--- config.mk ---
export PLATFORM = sky130hd
export DESIGN_NAME = adcsq_top
export DESIGN_NICKNAME = d
export VERILOG_FILES = /design/src/adcsq_pkg.sv /design/src/adcsq_div_if.sv /design/src/adcsq_clkdiv.sv /design/src/adcsq_top.sv
export SDC_FILE = /design/constraint.sdc
export NUM_CORES = 1
export LEC_CHECK = 0
export ABC_AREA = 1
export ABC_CLOCK_PERIOD_IN_PS = 1750
export BUFFER_PORTS_ARGS = -buffer_cell sky130_fd_sc_hd__buf_2
export CORE_ASPECT_RATIO = 1.75
export CORE_MARGIN = 2
export CORE_UTILIZATION = 35
export CTS_BUF_LIST = sky130_fd_sc_hd__clkbuf_8
export DETAILED_ROUTE_END_ITERATION = 12
export PLACE_DENSITY = 0.58
export SLEW_MARGIN = 20
export SYNTH_ARGS = -nofsm -noshare
export SYNTH_HDL_FRONTEND = slang
export SYNTH_SLANG_ARGS = --single-unit
--- constraint.sdc ---
create_clock -name sys_clk -period 1.75 [get_ports sys_clk]
set_input_delay 0.2625 -clock sys_clk [delete_from_list [all_inputs] [get_ports sys_clk]]
set_output_delay 0.2625 -clock sys_clk [all_outputs]
set_load 0.005 [all_outputs]
--- src/adcsq_pkg.sv ---
// package: register map, field layout, reset values and timing for the converter control
package adcsq_pkg;
    localparam int ADDR_W = 4;
    localparam int DATA_W = 8;
    // register offsets
    localparam logic [3:0] OFS_CTRL_MAIN  = 4'h0;
    localparam logic [3:0] OFS_CTRL_CLK   = 4'h1;
    localparam logic [3:0] OFS_TEMP_CTRL  = 4'h2;
    localparam logic [3:0] OFS_BGAP_CTRL  = 4'h3;
    localparam logic [3:0] OFS_RES_HIGH   = 4'h4;
    localparam logic [3:0] OFS_RES_LOW    = 4'h5;
    localparam logic [3:0] OFS_CAL_HIGH   = 4'h6;
    localparam logic [3:0] OFS_CAL_LOW    = 4'h7;
    localparam logic [3:0] OFS_IRQ_STAT   = 4'h8;
    localparam logic [3:0] OFS_IRQ_MASK   = 4'h9;
    // field positions
    localparam int BIT_START   = 7;
    localparam int BIT_BUSY    = 6;
    localparam int BIT_PWR_EN  = 5;
    localparam int BIT_ALIGN   = 4;
    localparam int BIT_TEMP_EN = 0;
    localparam int BIT_GAIN    = 1;
    localparam int BIT_BGAP_EN = 0;
    localparam int BIT_IRQ_DONE = 0;
    localparam int LSB_INSEL   = 5;
    localparam int LSB_DIVSEL  = 0;
    // reset values
    localparam logic [7:0] RST_CTRL_MAIN = 8'h00;
    localparam logic [7:0] RST_CTRL_CLK  = 8'h00;
    localparam logic [7:0] RST_TEMP_CTRL = 8'h02;
    localparam logic [7:0] RST_BGAP_CTRL = 8'h00;
    localparam logic [7:0] RST_IRQ_MASK  = 8'h00;
    // input select code of the temperature sensor
    localparam logic [2:0] INSEL_TEMP = 3'h2;
    // conversion timing in converter clocks
    localparam logic [5:0] SAMPLE_CLKS      = 6'h04;
    localparam logic [5:0] SAMPLE_CLKS_TEMP = 6'h2E;
    localparam logic [5:0] CONVERT_CLKS     = 6'h0C;
    // converter power-up delay
    localparam int SYS_CLK_MHZ   = 25;
    localparam int PWRUP_TIME_NS = 1000;
    localparam int PWRUP_CYCLES  = (PWRUP_TIME_NS * SYS_CLK_MHZ + 999) / 1000;
endpackage

--- src/adcsq_div_if.sv ---
// interface: divider select in, converter clock tick out
`timescale 1ns/1ps
interface adcsq_div_if;
    logic [2:0] div_sel;
    logic       run;
    logic       tick;
    modport ctrl (output div_sel, output run, input tick);
    modport div  (input div_sel, input run, output tick);
endinterface

--- src/adcsq_clkdiv.sv ---
// module: power-of-two divider producing one-cycle converter clock ticks
`timescale 1ns/1ps
module adcsq_clkdiv (
    input  wire logic sys_clk,   // system clock
    input  wire logic rstn,      // async reset, active low
    adcsq_div_if.div  dv         // divider select and tick
);
    import adcsq_pkg::*;

    logic [6:0] cnt_q;
    logic [6:0] cnt_d;
    logic       tick_q;
    logic       tick_d;
    logic [6:0] lim;

    always_comb begin
        lim    = 7'((8'h01 << dv.div_sel) - 8'h01);
        cnt_d  = cnt_q;
        tick_d = 1'b0;
        if (!dv.run) begin
            cnt_d = 7'h00;
        end else if (cnt_q >= lim) begin
            cnt_d  = 7'h00;
            tick_d = 1'b1;
        end else begin
            cnt_d = cnt_q + 7'h01;
        end
    end

    always_ff @(posedge sys_clk or negedge rstn) begin
        if (!rstn) begin
            cnt_q  <= 7'h00;
            tick_q <= 1'b0;
        end else begin
            cnt_q  <= cnt_d;
            tick_q <= tick_d;
        end
    end

    assign dv.tick = tick_q;
endmodule

--- src/adcsq_top.sv ---
// module: converter sequencer with clock divider, references and registers
//
// The implementer's own choices: strobed register access and the register addresses.
`timescale 1ns/1ps
module adcsq_top #(
    parameter logic [11:0] CAL85_VALUE = 12'h800  // factory calibration value
) (
    input  wire logic               sys_clk,       // system clock, 25 MHz
    input  wire logic               rstn,          // async reset, active low
    input  wire logic [3:0]         reg_addr,      // register address
    input  wire logic [7:0]         reg_wdata,     // write data
    input  wire logic               reg_wr,        // write strobe
    input  wire logic               reg_rd,        // read strobe
    output logic [7:0]              reg_rdata,     // read data, cycle after
    output logic                    irq,           // interrupt level
    output logic                    conv_pwr_on,   // converter powered
    output logic                    bgap_on,       // bandgap circuit on
    output logic                    bgap_out_oe,   // bandgap output driven
    output logic                    temp_on,       // temperature sensor on
    output logic [2:0]              input_sel,     // converter input select
    output logic [3:0]              chan_sel,      // external channel select
    output logic [1:0]              vref_sel,      // reference select
    output logic                    sample_hold,   // sampling phase active
    input  wire logic [11:0]        conv_value     // digitised analog value
);
    import adcsq_pkg::*;

    typedef enum logic [2:0] {
        ST_IDLE   = 3'b001,
        ST_SAMPLE = 3'b010,
        ST_CONV   = 3'b100
    } adcsq_state_type;

    // ===============================================================
    // registers
    adcsq_state_type st_q, st_d;
    logic [7:0]  main_q, main_d;
    logic [7:0]  clk_q, clk_d;
    logic [7:0]  temp_q, temp_d;
    logic [7:0]  bgap_q, bgap_d;
    logic [7:0]  mask_q, mask_d;
    logic [7:0]  stat_q, stat_d;
    logic [11:0] res_q, res_d;
    logic [5:0]  cnt_q, cnt_d;
    logic        busy_q, busy_d;
    logic        armed_q, armed_d;
    logic [7:0]  rdata_q, rdata_d;
    logic        irq_q;
    logic [15:0] pwr_cnt_q, pwr_cnt_d;
    logic        done;
    logic        start_req;
    logic        pwr_ready;
    logic [7:0]  res_hi, res_lo;
    logic        temp_conv;

    adcsq_div_if div_bus ();

    adcsq_clkdiv u_div (
        .sys_clk (sys_clk),
        .rstn    (rstn),
        .dv      (div_bus.div)
    );

    assign div_bus.div_sel = clk_q[LSB_DIVSEL +: 3];
    assign div_bus.run     = (st_q != ST_IDLE);

    // ===============================================================
    // result formatting
    always_comb begin
        if (main_q[BIT_ALIGN]) begin
            res_hi = {4'h0, res_q[11:8]};
            res_lo = res_q[7:0];
        end else begin
            res_hi = res_q[11:4];
            res_lo = {res_q[3:0], 4'h0};
        end
    end

    assign temp_conv = (clk_q[LSB_INSEL +: 3] == INSEL_TEMP);
    assign pwr_ready = (pwr_cnt_q >= 16'(PWRUP_CYCLES));

    // ===============================================================
    // register writes and start detection
    always_comb begin
        main_d  = main_q;
        clk_d   = clk_q;
        temp_d  = temp_q;
        bgap_d  = bgap_q;
        mask_d  = mask_q;
        armed_d = armed_q;
        start_req = 1'b0;
        if (reg_wr) begin
            unique case (reg_addr)
                OFS_CTRL_MAIN: begin
                    main_d = {reg_wdata[7], 1'b0, reg_wdata[5:0]};
                    if (reg_wdata[BIT_START]) begin
                        armed_d = 1'b1;
                    end else if (armed_q) begin
                        armed_d   = 1'b0;
                        start_req = 1'b1;
                    end
                end
                OFS_CTRL_CLK: begin
                    clk_d = reg_wdata;
                    if (reg_wdata[LSB_INSEL +: 3] == 3'h7) begin
                        clk_d[LSB_INSEL +: 3] = clk_q[LSB_INSEL +: 3];
                    end
                end
                OFS_TEMP_CTRL: temp_d = {6'h00, reg_wdata[1:0]};
                OFS_BGAP_CTRL: bgap_d = {7'h00, reg_wdata[0]};
                OFS_IRQ_MASK:  mask_d = {7'h00, reg_wdata[0]};
                default: ;
            endcase
        end
    end

    // ===============================================================
    // conversion sequencer
    always_comb begin
        st_d      = st_q;
        cnt_d     = cnt_q;
        busy_d    = busy_q;
        res_d     = res_q;
        done      = 1'b0;
        pwr_cnt_d = pwr_cnt_q;
        if (!main_q[BIT_PWR_EN]) begin
            pwr_cnt_d = 16'h0000;
        end else if (!pwr_ready) begin
            pwr_cnt_d = pwr_cnt_q + 16'h0001;
        end
        unique case (st_q)
            ST_IDLE: begin
                // start honoured only when powered and idle
                if (start_req && main_q[BIT_PWR_EN] && pwr_ready) begin
                    st_d   = ST_SAMPLE;
                    busy_d = 1'b1;
                    cnt_d  = temp_conv ? SAMPLE_CLKS_TEMP : SAMPLE_CLKS;
                end
            end
            ST_SAMPLE: begin
                if (div_bus.tick) begin
                    if (cnt_q == 6'h01) begin
                        st_d  = ST_CONV;
                        cnt_d = CONVERT_CLKS;
                    end else begin
                        cnt_d = cnt_q - 6'h01;
                    end
                end
            end
            ST_CONV: begin
                if (div_bus.tick) begin
                    if (cnt_q == 6'h01) begin
                        st_d   = ST_IDLE;
                        busy_d = 1'b0;
                        res_d  = conv_value;
                        done   = 1'b1;
                    end else begin
                        cnt_d = cnt_q - 6'h01;
                    end
                end
            end
            default: begin
                st_d   = ST_IDLE;
                busy_d = 1'b0;
            end
        endcase
        if (!main_q[BIT_PWR_EN] && st_q != ST_IDLE) begin
            st_d   = ST_IDLE;
            busy_d = 1'b0;
        end
    end

    // ===============================================================
    // interrupt status and read data
    always_comb begin
        stat_d = stat_q;
        if (reg_rd && reg_addr == OFS_IRQ_STAT) begin
            stat_d = 8'h00;
        end
        if (done) begin
            stat_d[BIT_IRQ_DONE] = 1'b1;
        end
        rdata_d = 8'h00;
        if (reg_rd) begin
            unique case (reg_addr)
                OFS_CTRL_MAIN: rdata_d = {main_q[7], busy_q, main_q[5:0]};
                OFS_CTRL_CLK:  rdata_d = clk_q;
                OFS_TEMP_CTRL: rdata_d = temp_q;
                OFS_BGAP_CTRL: rdata_d = bgap_q;
                OFS_RES_HIGH:  rdata_d = res_hi;
                OFS_RES_LOW:   rdata_d = res_lo;
                OFS_CAL_HIGH:  rdata_d = CAL85_VALUE[11:4];
                OFS_CAL_LOW:   rdata_d = {CAL85_VALUE[3:0], 4'h0};
                OFS_IRQ_STAT:  rdata_d = stat_q;
                OFS_IRQ_MASK:  rdata_d = mask_q;
                default:       rdata_d = 8'h00;
            endcase
        end
    end

    always_ff @(posedge sys_clk or negedge rstn) begin
        if (!rstn) begin
            st_q      <= ST_IDLE;
            main_q    <= RST_CTRL_MAIN;
            clk_q     <= RST_CTRL_CLK;
            temp_q    <= RST_TEMP_CTRL;
            bgap_q    <= RST_BGAP_CTRL;
            mask_q    <= RST_IRQ_MASK;
            stat_q    <= 8'h00;
            res_q     <= 12'h000;
            cnt_q     <= 6'h00;
            busy_q    <= 1'b0;
            armed_q   <= 1'b0;
            rdata_q   <= 8'h00;
            irq_q     <= 1'b0;
            pwr_cnt_q <= 16'h0000;
        end else begin
            st_q      <= st_d;
            main_q    <= main_d;
            clk_q     <= clk_d;
            temp_q    <= temp_d;
            bgap_q    <= bgap_d;
            mask_q    <= mask_d;
            stat_q    <= stat_d;
            res_q     <= res_d;
            cnt_q     <= cnt_d;
            busy_q    <= busy_d;
            armed_q   <= armed_d;
            rdata_q   <= rdata_d;
            irq_q     <= |(stat_d & mask_d);
            pwr_cnt_q <= pwr_cnt_d;
        end
    end

    // ===============================================================
    // outputs, all from flip-flops
    assign reg_rdata   = rdata_q;
    assign irq         = irq_q;
    assign conv_pwr_on = main_q[BIT_PWR_EN];
    assign bgap_on     = bgap_q[BIT_BGAP_EN];
    assign bgap_out_oe = bgap_q[BIT_BGAP_EN];
    assign temp_on     = temp_q[BIT_TEMP_EN];
    assign input_sel   = clk_q[LSB_INSEL +: 3];
    assign chan_sel    = main_q[3:0];
    assign vref_sel    = clk_q[4:3];
    assign sample_hold = st_q[1];
endmodule

Yosys cells after proc, flatten, opt, wreduce, memory -nomap -nowiden
Index checks and enable logic that the tools add are counted.
{ "classes": {"addsub": 4, "n_lt_le_gt_ge": 2, "eq_ne": 26, "shift": 1, "n_mux": 41, "bitwise": 2, "n_reduce_logical": 17} }
{ "ops": {"columns": ["cell", "n"], "rows": [
  ["$pmux W8 S9", 1],
  ["$mux W8", 6],
  ["$mux W6", 6],
  ["$mux W16", 2],
  ["$mux W3", 6],
  ["$pmux W6 S3", 1],
  ["$add A16 B1 Y16 const B", 1],
  ["$ge A16 B5 Y1 const B", 1],
  ["$mux W1", 15],
  ["$mux W7", 2],
  ["$eq A4 B3 Y1 const B", 3],
  ["$reduce_and A5 Y1", 2],
  ["$ne A3 B3 Y1 const B", 3],
  ["$pmux W3 S3", 1],
  ["$and A8 B8 Y8", 1],
  ["$eq A4 B2 Y1 const B", 2],
  ["$eq A4 B4 Y1 const B", 2],
  ["$ne A2 B2 Y1 const B", 4],
  ["$reduce_and A2 Y1", 4],
  ["$reduce_or A8 Y1", 1],
  ["$add A7 B1 Y7 const B", 1],
  ["$ge A7 B7 Y1", 1],
  ["$shl A1 B3 Y7 const A", 1],
  ["$sub A7 B1 Y7 const B", 1],
  ["17 further kinds", 25]
]} }
{ "totals": {"register_bits": 90, "in_bits": 28, "out_inout_bits": 23, "word_cells": 110} }

Longest topological paths before layout
Gate-level depths: netlist (run 1).
{ "logic_depth": {"ltp_word": 9, "ltp_mapped": 11, "ltp_nobuf": 11} }

By module
A second synthesis (run 1) with hierarchy kept.
{ "hier_totals": {"cells_unflattened": 592, "area_unflattened_um2": 4714.5} }
{ "modules_own_cells": {"columns": ["module", "instances", "cells_each", "area_each_um2", "seq_area_each_um2"], "rows": [
  ["adcsq_top", 1, 507, 4101.4, 2029.4],
  ["adcsq_clkdiv", 1, 85, 613.1, 200.2]
]} }

Worst setup path after synthesis (run 1)
No wires, ideal clock.
{ "synth_path": {"path_kind": "flip-flop to flip-flop", "startpoint": "register clk_q[2]", "endpoint": "register u_div.tick_q, in the netlist u_div.dv.tick", "setup_time_ps": 116, "arrival_time_ps": 1480, "required_ps": 1634, "setup_slack_ps": 155, "path_stages_with_launch": 9, "path_buffers": 1, "synth_period_minus_slack_ps": 1595, "path_cell_list": "dfrtp_1 -> clkbuf_1 -> o21ai_0 -> ha_1 -> a21oi_1 -> o21a_1 -> nand3_1 -> nand2_1 -> inv_1"} }
{ "synth_via": {"elab_chain_len": 5} }
{ "synth_rtl": {"columns": ["element", "line", "source"], "rows": [
  ["start, declared", "adcsq_top.sv:38", "logic [7:0] clk_q, clk_d;"],
  ["start signal, assigned", "adcsq_top.sv:220", "clk_q <= clk_d;"],
  ["$shl A1 B3 Y7", "adcsq_clkdiv.sv:17", "lim = 7'((8'h01 << dv.div_sel) - 8'h01);"],
  ["$sub A7 B1 Y7", "adcsq_clkdiv.sv:17", null],
  ["$ge A7 B7 Y1", "adcsq_clkdiv.sv:22", "end else if (cnt_q >= lim) begin"],
  ["$mux W1", "adcsq_clkdiv.sv:22", null],
  ["$mux W1", "adcsq_clkdiv.sv:20", "if (!dv.run) begin"],
  ["named net u_div.tick_d", "adcsq_clkdiv.sv:13", "logic tick_d;"],
  ["end signal, assigned", "adcsq_clkdiv.sv:36", "tick_q <= tick_d;"],
  ["end, declared", "adcsq_clkdiv.sv:12", "logic tick_q;"]
]} }
The timed path passes the listed nets, and every way through them passes these cells.
A chain may end at the register's enable or synchronous reset.

Final worst setup path (run 1)
{ "layout_path": {"startpoint": "register clk_q[0]", "endpoint": "register u_div.tick_q, in the netlist u_div.dv.tick"} }
The elaborated chain is that of the path after synthesis.

==> results.toml, run 1 <==
[outcome]
outcome = "finished clean"

[sta]
min_period_ns = 1.69
fmax_mhz = 592
hold_violations = 0
finalSetupViolCount = 0
tns_ns = 0
maxSlewViolCount = 0
final.period_utilization_pct = 96.5
fin_skew_ns = 0.00811
rsz0062_at_grt = "yes"
worst_pin_slew_ns = 0.450
slew_headroom_pct = 70.0
fin_ws_ns = 0.0614

[floorplanning]
ios = 51
dieArea_sq_mm = 0.0143
die-width_um = 91.2
die_y_um = 157
fp.coreArea_sq_mm = 0.0129
initial_core_util_pct = 36.0
rows = 55

[yosys]
synth_common_cells = "nand2_1, dfrtp_1, inv_1"
netlist_area_sq_mm = 0.00466
yosys.area.top_type = "dfrtp_1"
synth_ff_type = "dfrtp_1"
yosysSeqAreaShare_pct = 47.9
synth.area.top_cells = "dfrtp_1, nand2_1, inv_1"
synth_cells = 607
syn_nets = 648
yosys_register_bits = 89
netlist-cell-type-count = 32
yosys_warnings = 0
synth-async-reset-ratio_pct = 100
syn_area_per_cell_sq_um = 7.67
synth_top_area_share_pct = 46.8
synth_most_common_cell = "nand2_1"
synth_edf_count = 0

[global_route]
grt_antenna_before_repair = 0
grt_usage_pct = 17.2
globalRouteOverflowTotal = 0
first_global_vias = 4079
grt_first_pass_wirelength_mm = 19.3
grt_max_degree = 43

[power_and_ir_drop]
total_power_mw = 4.45
max-vdd-ir-drop_mv = 0.465
p_leak_nw = 2.99
power.density_mw_per_mm2 = 834

[route]
dr.pass1.iters = 4
route.vias.total = 3960
drc_errors = 0
ant_nets = 0
drt_iter0_markers = 191
routedWlPerCell_um = 13.8
routed_wl_mm = 11.6
viasPerCell = 4.73

[clock_tree]
clock_latency_ns = 0.37
cts_made_buffers = 9
cts_root_buf = "clkbuf_8"
cts_num_sinks = 89
post_cts_buffers = 0
cts_max_path_buffers = 2
h-tree-depth = 3
cts_tree = "yes"
clk_pin_slew_ns = 0.09

[setup_path]
critPathMaxFanout = 8
cp-start-kind = "flop"
arrival_ns = 1.95
crit_type = "reg2reg"
crit_path_end_kind = "flop"
required_ns = 2.02

[final_layout]
area_delta_synth_final_pct = 14.5
fill_cells = 1369
seq_area_sq_mm = 0.00223
multi_input_area_sq_mm = 0.00199
finalNetCount = 702
num_antenna_cells = 0
drive_above_1_share_pct = 16.5

[flow_run]
max_cap_viol_count = 0

[placement]
pre_cts_ws_ns = -0.0374
finalWeightedCongestion = 0.938
io_buffers = 50
place_hpwl_mm = 9.07

[hold_path]
hp-class = "in2reg"
stage by stage:
step                      util [%]  cells  area [sq um]  hold WS [ns]
after detailed placement      39.4    820          5090         0.248
after global routing          41.2    837          5330         0.122
after global placement        39.4    820          5090         0.244
after floorplan                  -    607          4660       -0.0331
after CTS                     41.1    837          5310         0.114
final                         41.2    837          5330         0.119
layer usage:
metal,global-route usage [%],up-vias,wire length (um)
li1,-,1996,-
met1,18.2,1865,4490
met2,33.1,74,6400
met3,2.79,25,366
met4,7.29,0,308
met5,0,-,0
layout make-up:
| cell class | instances | area share, % |
|---|---|---|
| tap | 171 | 4.02 |
| timing repair buffer | 62 | 6.72 |
| multi-input combinational | 411 | 37.3 |
| inverter | 88 | 6.20 |
| sequential | 89 | 41.9 |
| clock inverter | 6 | 1.22 |
| clock buffer | 10 | 2.58 |
flip-flops by register name (all words and copies together), names as in the netlist:
name           flops
pwr_cnt_q         16
res_q             12
clk_q              8
mask_q             8
reg_rdata          8
stat_q             8
u_div.cnt_q        7
cnt_q              6
main_q             6
st_q               3
temp_q             2
armed_q            1
bgap_q             1
busy_q             1
irq                1
u_div.dv.tick      1
cells by family after synthesis:
group	count (synthesis)	synth area share, %
AND/OR/NAND/NOR	330	30.7
buffers and inverters	107	9.76
flip-flops	89	47.9
AO/OA/AOI/OAI	65	7.61
adder cells (fa/ha/maj)	13	3.49
XOR/XNOR	3	0.564
worst max-delay path, stage by stage (launching register included):
cell     delay, ns
dfrtp_2       0.45
a21oi_1       0.19
ha_1          0.29
a21oi_1       0.17
o21ai_0       0.10
nand4_1       0.14
nand3_4       0.13
nand2_1       0.09
inv_1         0.04
where the power goes:
group          internal (mW)  switching (mW)
clock                  0.704           0.772
combinational          0.248           0.403
sequential              2.18           0.136
what timing repair did:
action                                  4_1_cts  5_1_grt
endpoints found under the setup margin        5       15
hold buffers                                  1        0
hold endpoints to repair                     30        0
resized for setup                             1        6
cells in the final DEF, fill, tap and decap left out, drive strengths merged:
cell         synthesis  routed
nand2              195     195
inv                 88      90
dfrtp               87      87
nor2                70      70
buf                 15      61
nand3               50      50
o21ai               36      36
a21oi               25      25
ha                  13      13
clkbuf               4      10
nand4                9       9
nor3                 3       3
xor2                 2       2
nand3b               2       2
clkinv               0       2
dfstp                2       2
a31o                 2       2
o21a                 1       1
o211ai               1       1
xnor2                1       1
and3                 1       1
bufinv               0       1
clkinvlp             0       1
dlygate4sd3          0       1
worst paths after layout:
kind / startpoint / endpoint / slack [ns] / depth (start not counted)
max: clk_q[0] / u_div.dv.tick / 0.06 / 8
min: reg_wdata[0] / bgap_q[0] / 0.12 / 3
max reg2reg: clk_q[0] / u_div.dv.tick / 0.06 / 8
min reg2reg: pwr_cnt_q[14] / pwr_cnt_q[14] / 0.47 / 2
max in group asynchronous: rstn / temp_q[1] / 0.72 / 3
min in group asynchronous: rstn / main_q[2] / 0.38 / 2
No activity file was read; power rests on OpenSTA's default activity.
==> inputs of run 2 (changes only) <==
--- a/config.mk
+++ b/config.mk
@@ -10,10 +10,10 @@
 export BUFFER_PORTS_ARGS = -buffer_cell sky130_fd_sc_hd__buf_2
 export CORE_ASPECT_RATIO = 1.75
 export CORE_MARGIN = 2
-export CORE_UTILIZATION = 35
+export CORE_UTILIZATION = 61
 export CTS_BUF_LIST = sky130_fd_sc_hd__clkbuf_8
 export DETAILED_ROUTE_END_ITERATION = 12
-export PLACE_DENSITY = 0.58
+export PLACE_DENSITY = 0.88
 export SLEW_MARGIN = 20
 export SYNTH_ARGS = -nofsm -noshare
 export SYNTH_HDL_FRONTEND = slang
==> run 2 against run 1 <==
  * Cell count fell by 9.6%
  * Die area shrank 41%
  * Clock skew rose by 0.0024 ns
  * Critical endpoint is now cnt_q[3]
  * Largest power group unchanged
  * Critical path type unchanged
  * Critical path depth unchanged
  * Worst setup slack improved by 0.053 ns
==> results.toml, run 2 (synthesis gave the netlist of run 1 again) <==
[placement]
place_hpwl_mm = 8.34
io_buffers = 50
placed_cell_area_sq_mm = 0.00501
finalWeightedCongestion = 0.980
dp.cells = 740

[sta]
slew_headroom_pct = 72.9
fin_skew_ns = 0.0105
fmax_mhz = 611
min_period_ns = 1.64
finalSetupViolCount = 0
final.period_utilization_pct = 93.5
worst_pin_slew_ns = 0.407
maxSlewViolCount = 0
hold_violations = 0
tns_ns = 0

[setup_path]
cp_common_cell = "nand2_1"
crit_type = "reg2reg"
cp-start-kind = "flop"
worstPathCellList = "inv_1 -> nand3_1 -> nand2_1 -> nand2_1 -> a21oi_2 -> nand2_2 -> nand2_1 -> nand2_1"
arrival_ns = 1.90
critPathMaxFanout = 6
cp_slowest_cell = "dfrtp_1"
required_ns = 2.01
crit_family = "simple AND/OR/NAND/NOR gates"
path_buf_inv = 1
crit_path_end_kind = "flop"
max_stage_delay_ns = 0.41

[final_layout]
fill_cells = 612
largest_reg_flops = 16
area_delta_synth_final_pct = 12.6
final_common_cell = "nand2_1"
largest-register = "pwr_cnt_q"
top_regs = "pwr_cnt_q (16), res_q (12)"
num_antenna_cells = 0
seq_area_sq_mm = 0.00223
layout_common_cells = "nand2_1, dfrtp_1, inv_1, nor2_1, buf_2"
drive_above_1_share_pct = 17.0
multi_input_area_sq_mm = 0.00198
finalNetCount = 705
final_core_util_pct = 70.3
instances_no_fill = 757
design_area_sq_mm = 0.00524

[floorplanning]
ios = 51
fp.coreArea_sq_mm = 0.00746
die_y_um = 120
die-width_um = 70.0
dieArea_sq_mm = 0.00837
rows = 42
initial_core_util_pct = 62.4

[global_route]
use_met1_pct = 31.5
grt_first_pass_wirelength_mm = 18.3
first_global_vias = 4170
met2_usage_pct = 50.1
gr-max-usage-layer = "met2"
grt_max_degree = 39
grt_usage_pct = 27.9
grt_use_met3_pct = 5.29
grt_antenna_before_repair = 0
globalRouteOverflowTotal = 0

[route]
routedWlPerCell_um = 14.4
ant_nets = 0
drc_errors = 0
viasPerCell = 5.45
drt_iter0_markers = 262
routed_wl_mm = 10.9
route.vias.total = 4128
dr.pass1.iters = 5

[clock_tree]
cts_tree = "yes"
clk_pin_slew_ns = 0.09
cts_root_buf = "clkbuf_8"
post_cts_buffers = 0
h-tree-depth = 3
cts_max_path_buffers = 2
cts_num_sinks = 89
cts_made_buffers = 9
clock_latency_ns = 0.37

[power_and_ir_drop]
p_leak_nw = 3.01
max-vdd-ir-drop_mv = 0.716
power.density_mw_per_mm2 = 843

[hold_path]
hp-class = "in2reg"

[outcome]
outcome = "finished clean"

[flow_run]
max_cap_viol_count = 0
## run 2: worst paths after layout
kind / cells after the start / slack (ns) / from / endpoint
worst max-delay path: 8 / 0.11 / st_q[1] / cnt_q[3]
worst min-delay path: 3 / 0.13 / conv_value[6] / res_q[6]
worst max register to register: 8 / 0.11 / st_q[1] / cnt_q[3]
worst min register to register: 2 / 0.48 / pwr_cnt_q[9] / pwr_cnt_q[9]
max in group asynchronous: 3 / 0.79 / rstn / temp_q[1]
min in group asynchronous: 2 / 0.36 / rstn / pwr_cnt_q[12]
## run 2: layout make-up
cell class | count | share of cell area, %
Multi-Input combinational cell | 411 | 37.8
Inverter | 88 | 6.30
Sequential cell | 89 | 42.6
Tap cell | 88 | 2.10
Clock buffer | 11 | 2.89
Timing Repair Buffer | 65 | 7.26
Clock inverter | 5 | 1.03
## run 2: power by group
| part | internal (mW) | total (mW) | switching (mW) | leakage (nW) |
|---|---|---|---|---|
| Clock | 0.732 | 1.44 | 0.712 | 0.109 |
| Sequential | 2.18 | 2.30 | 0.119 | 1.15 |
| Combinational | 0.255 | 0.675 | 0.420 | 1.76 |
## run 2: worst register-to-register path, stage by stage, from the launching register on
cell and delay, ns:
dfrtp_1 0.41, inv_1 0.08, nand3_1 0.23, nand2_1 0.18, nand2_1 0.07, a21oi_2 0.27
nand2_2 0.16, nand2_1 0.09, nand2_1 0.05
## run 2: repair_timing
| action | CTS | global route |
|---|---|---|
| endpoints found under the setup margin | 0 | 8 |
| resized for setup | 0 | 7 |
| hold buffers | 1 | 0 |
| hold endpoints to repair | 26 | 0 |
## run 2: metal layers
layer | vias to the layer above | part of all wire, %
li1 | 1996 | -
met5 | - | 0
met2 | 145 | 53
met1 | 1952 | 39
met3 | 35 | 4.4
met4 | 0 | 3.3
## run 2: through the flow
stage	power [mW]	hold slack [ns]	worst slack [ns]
after CTS	4.43	0.115	0.00231
after global routing	4.64	0.116	-0.0169
after floorplan	2.75	-0.0331	0.155
after global placement	2.95	0.213	0.133
final	4.42	0.131	0.115
after detailed placement	2.99	0.213	0.0266
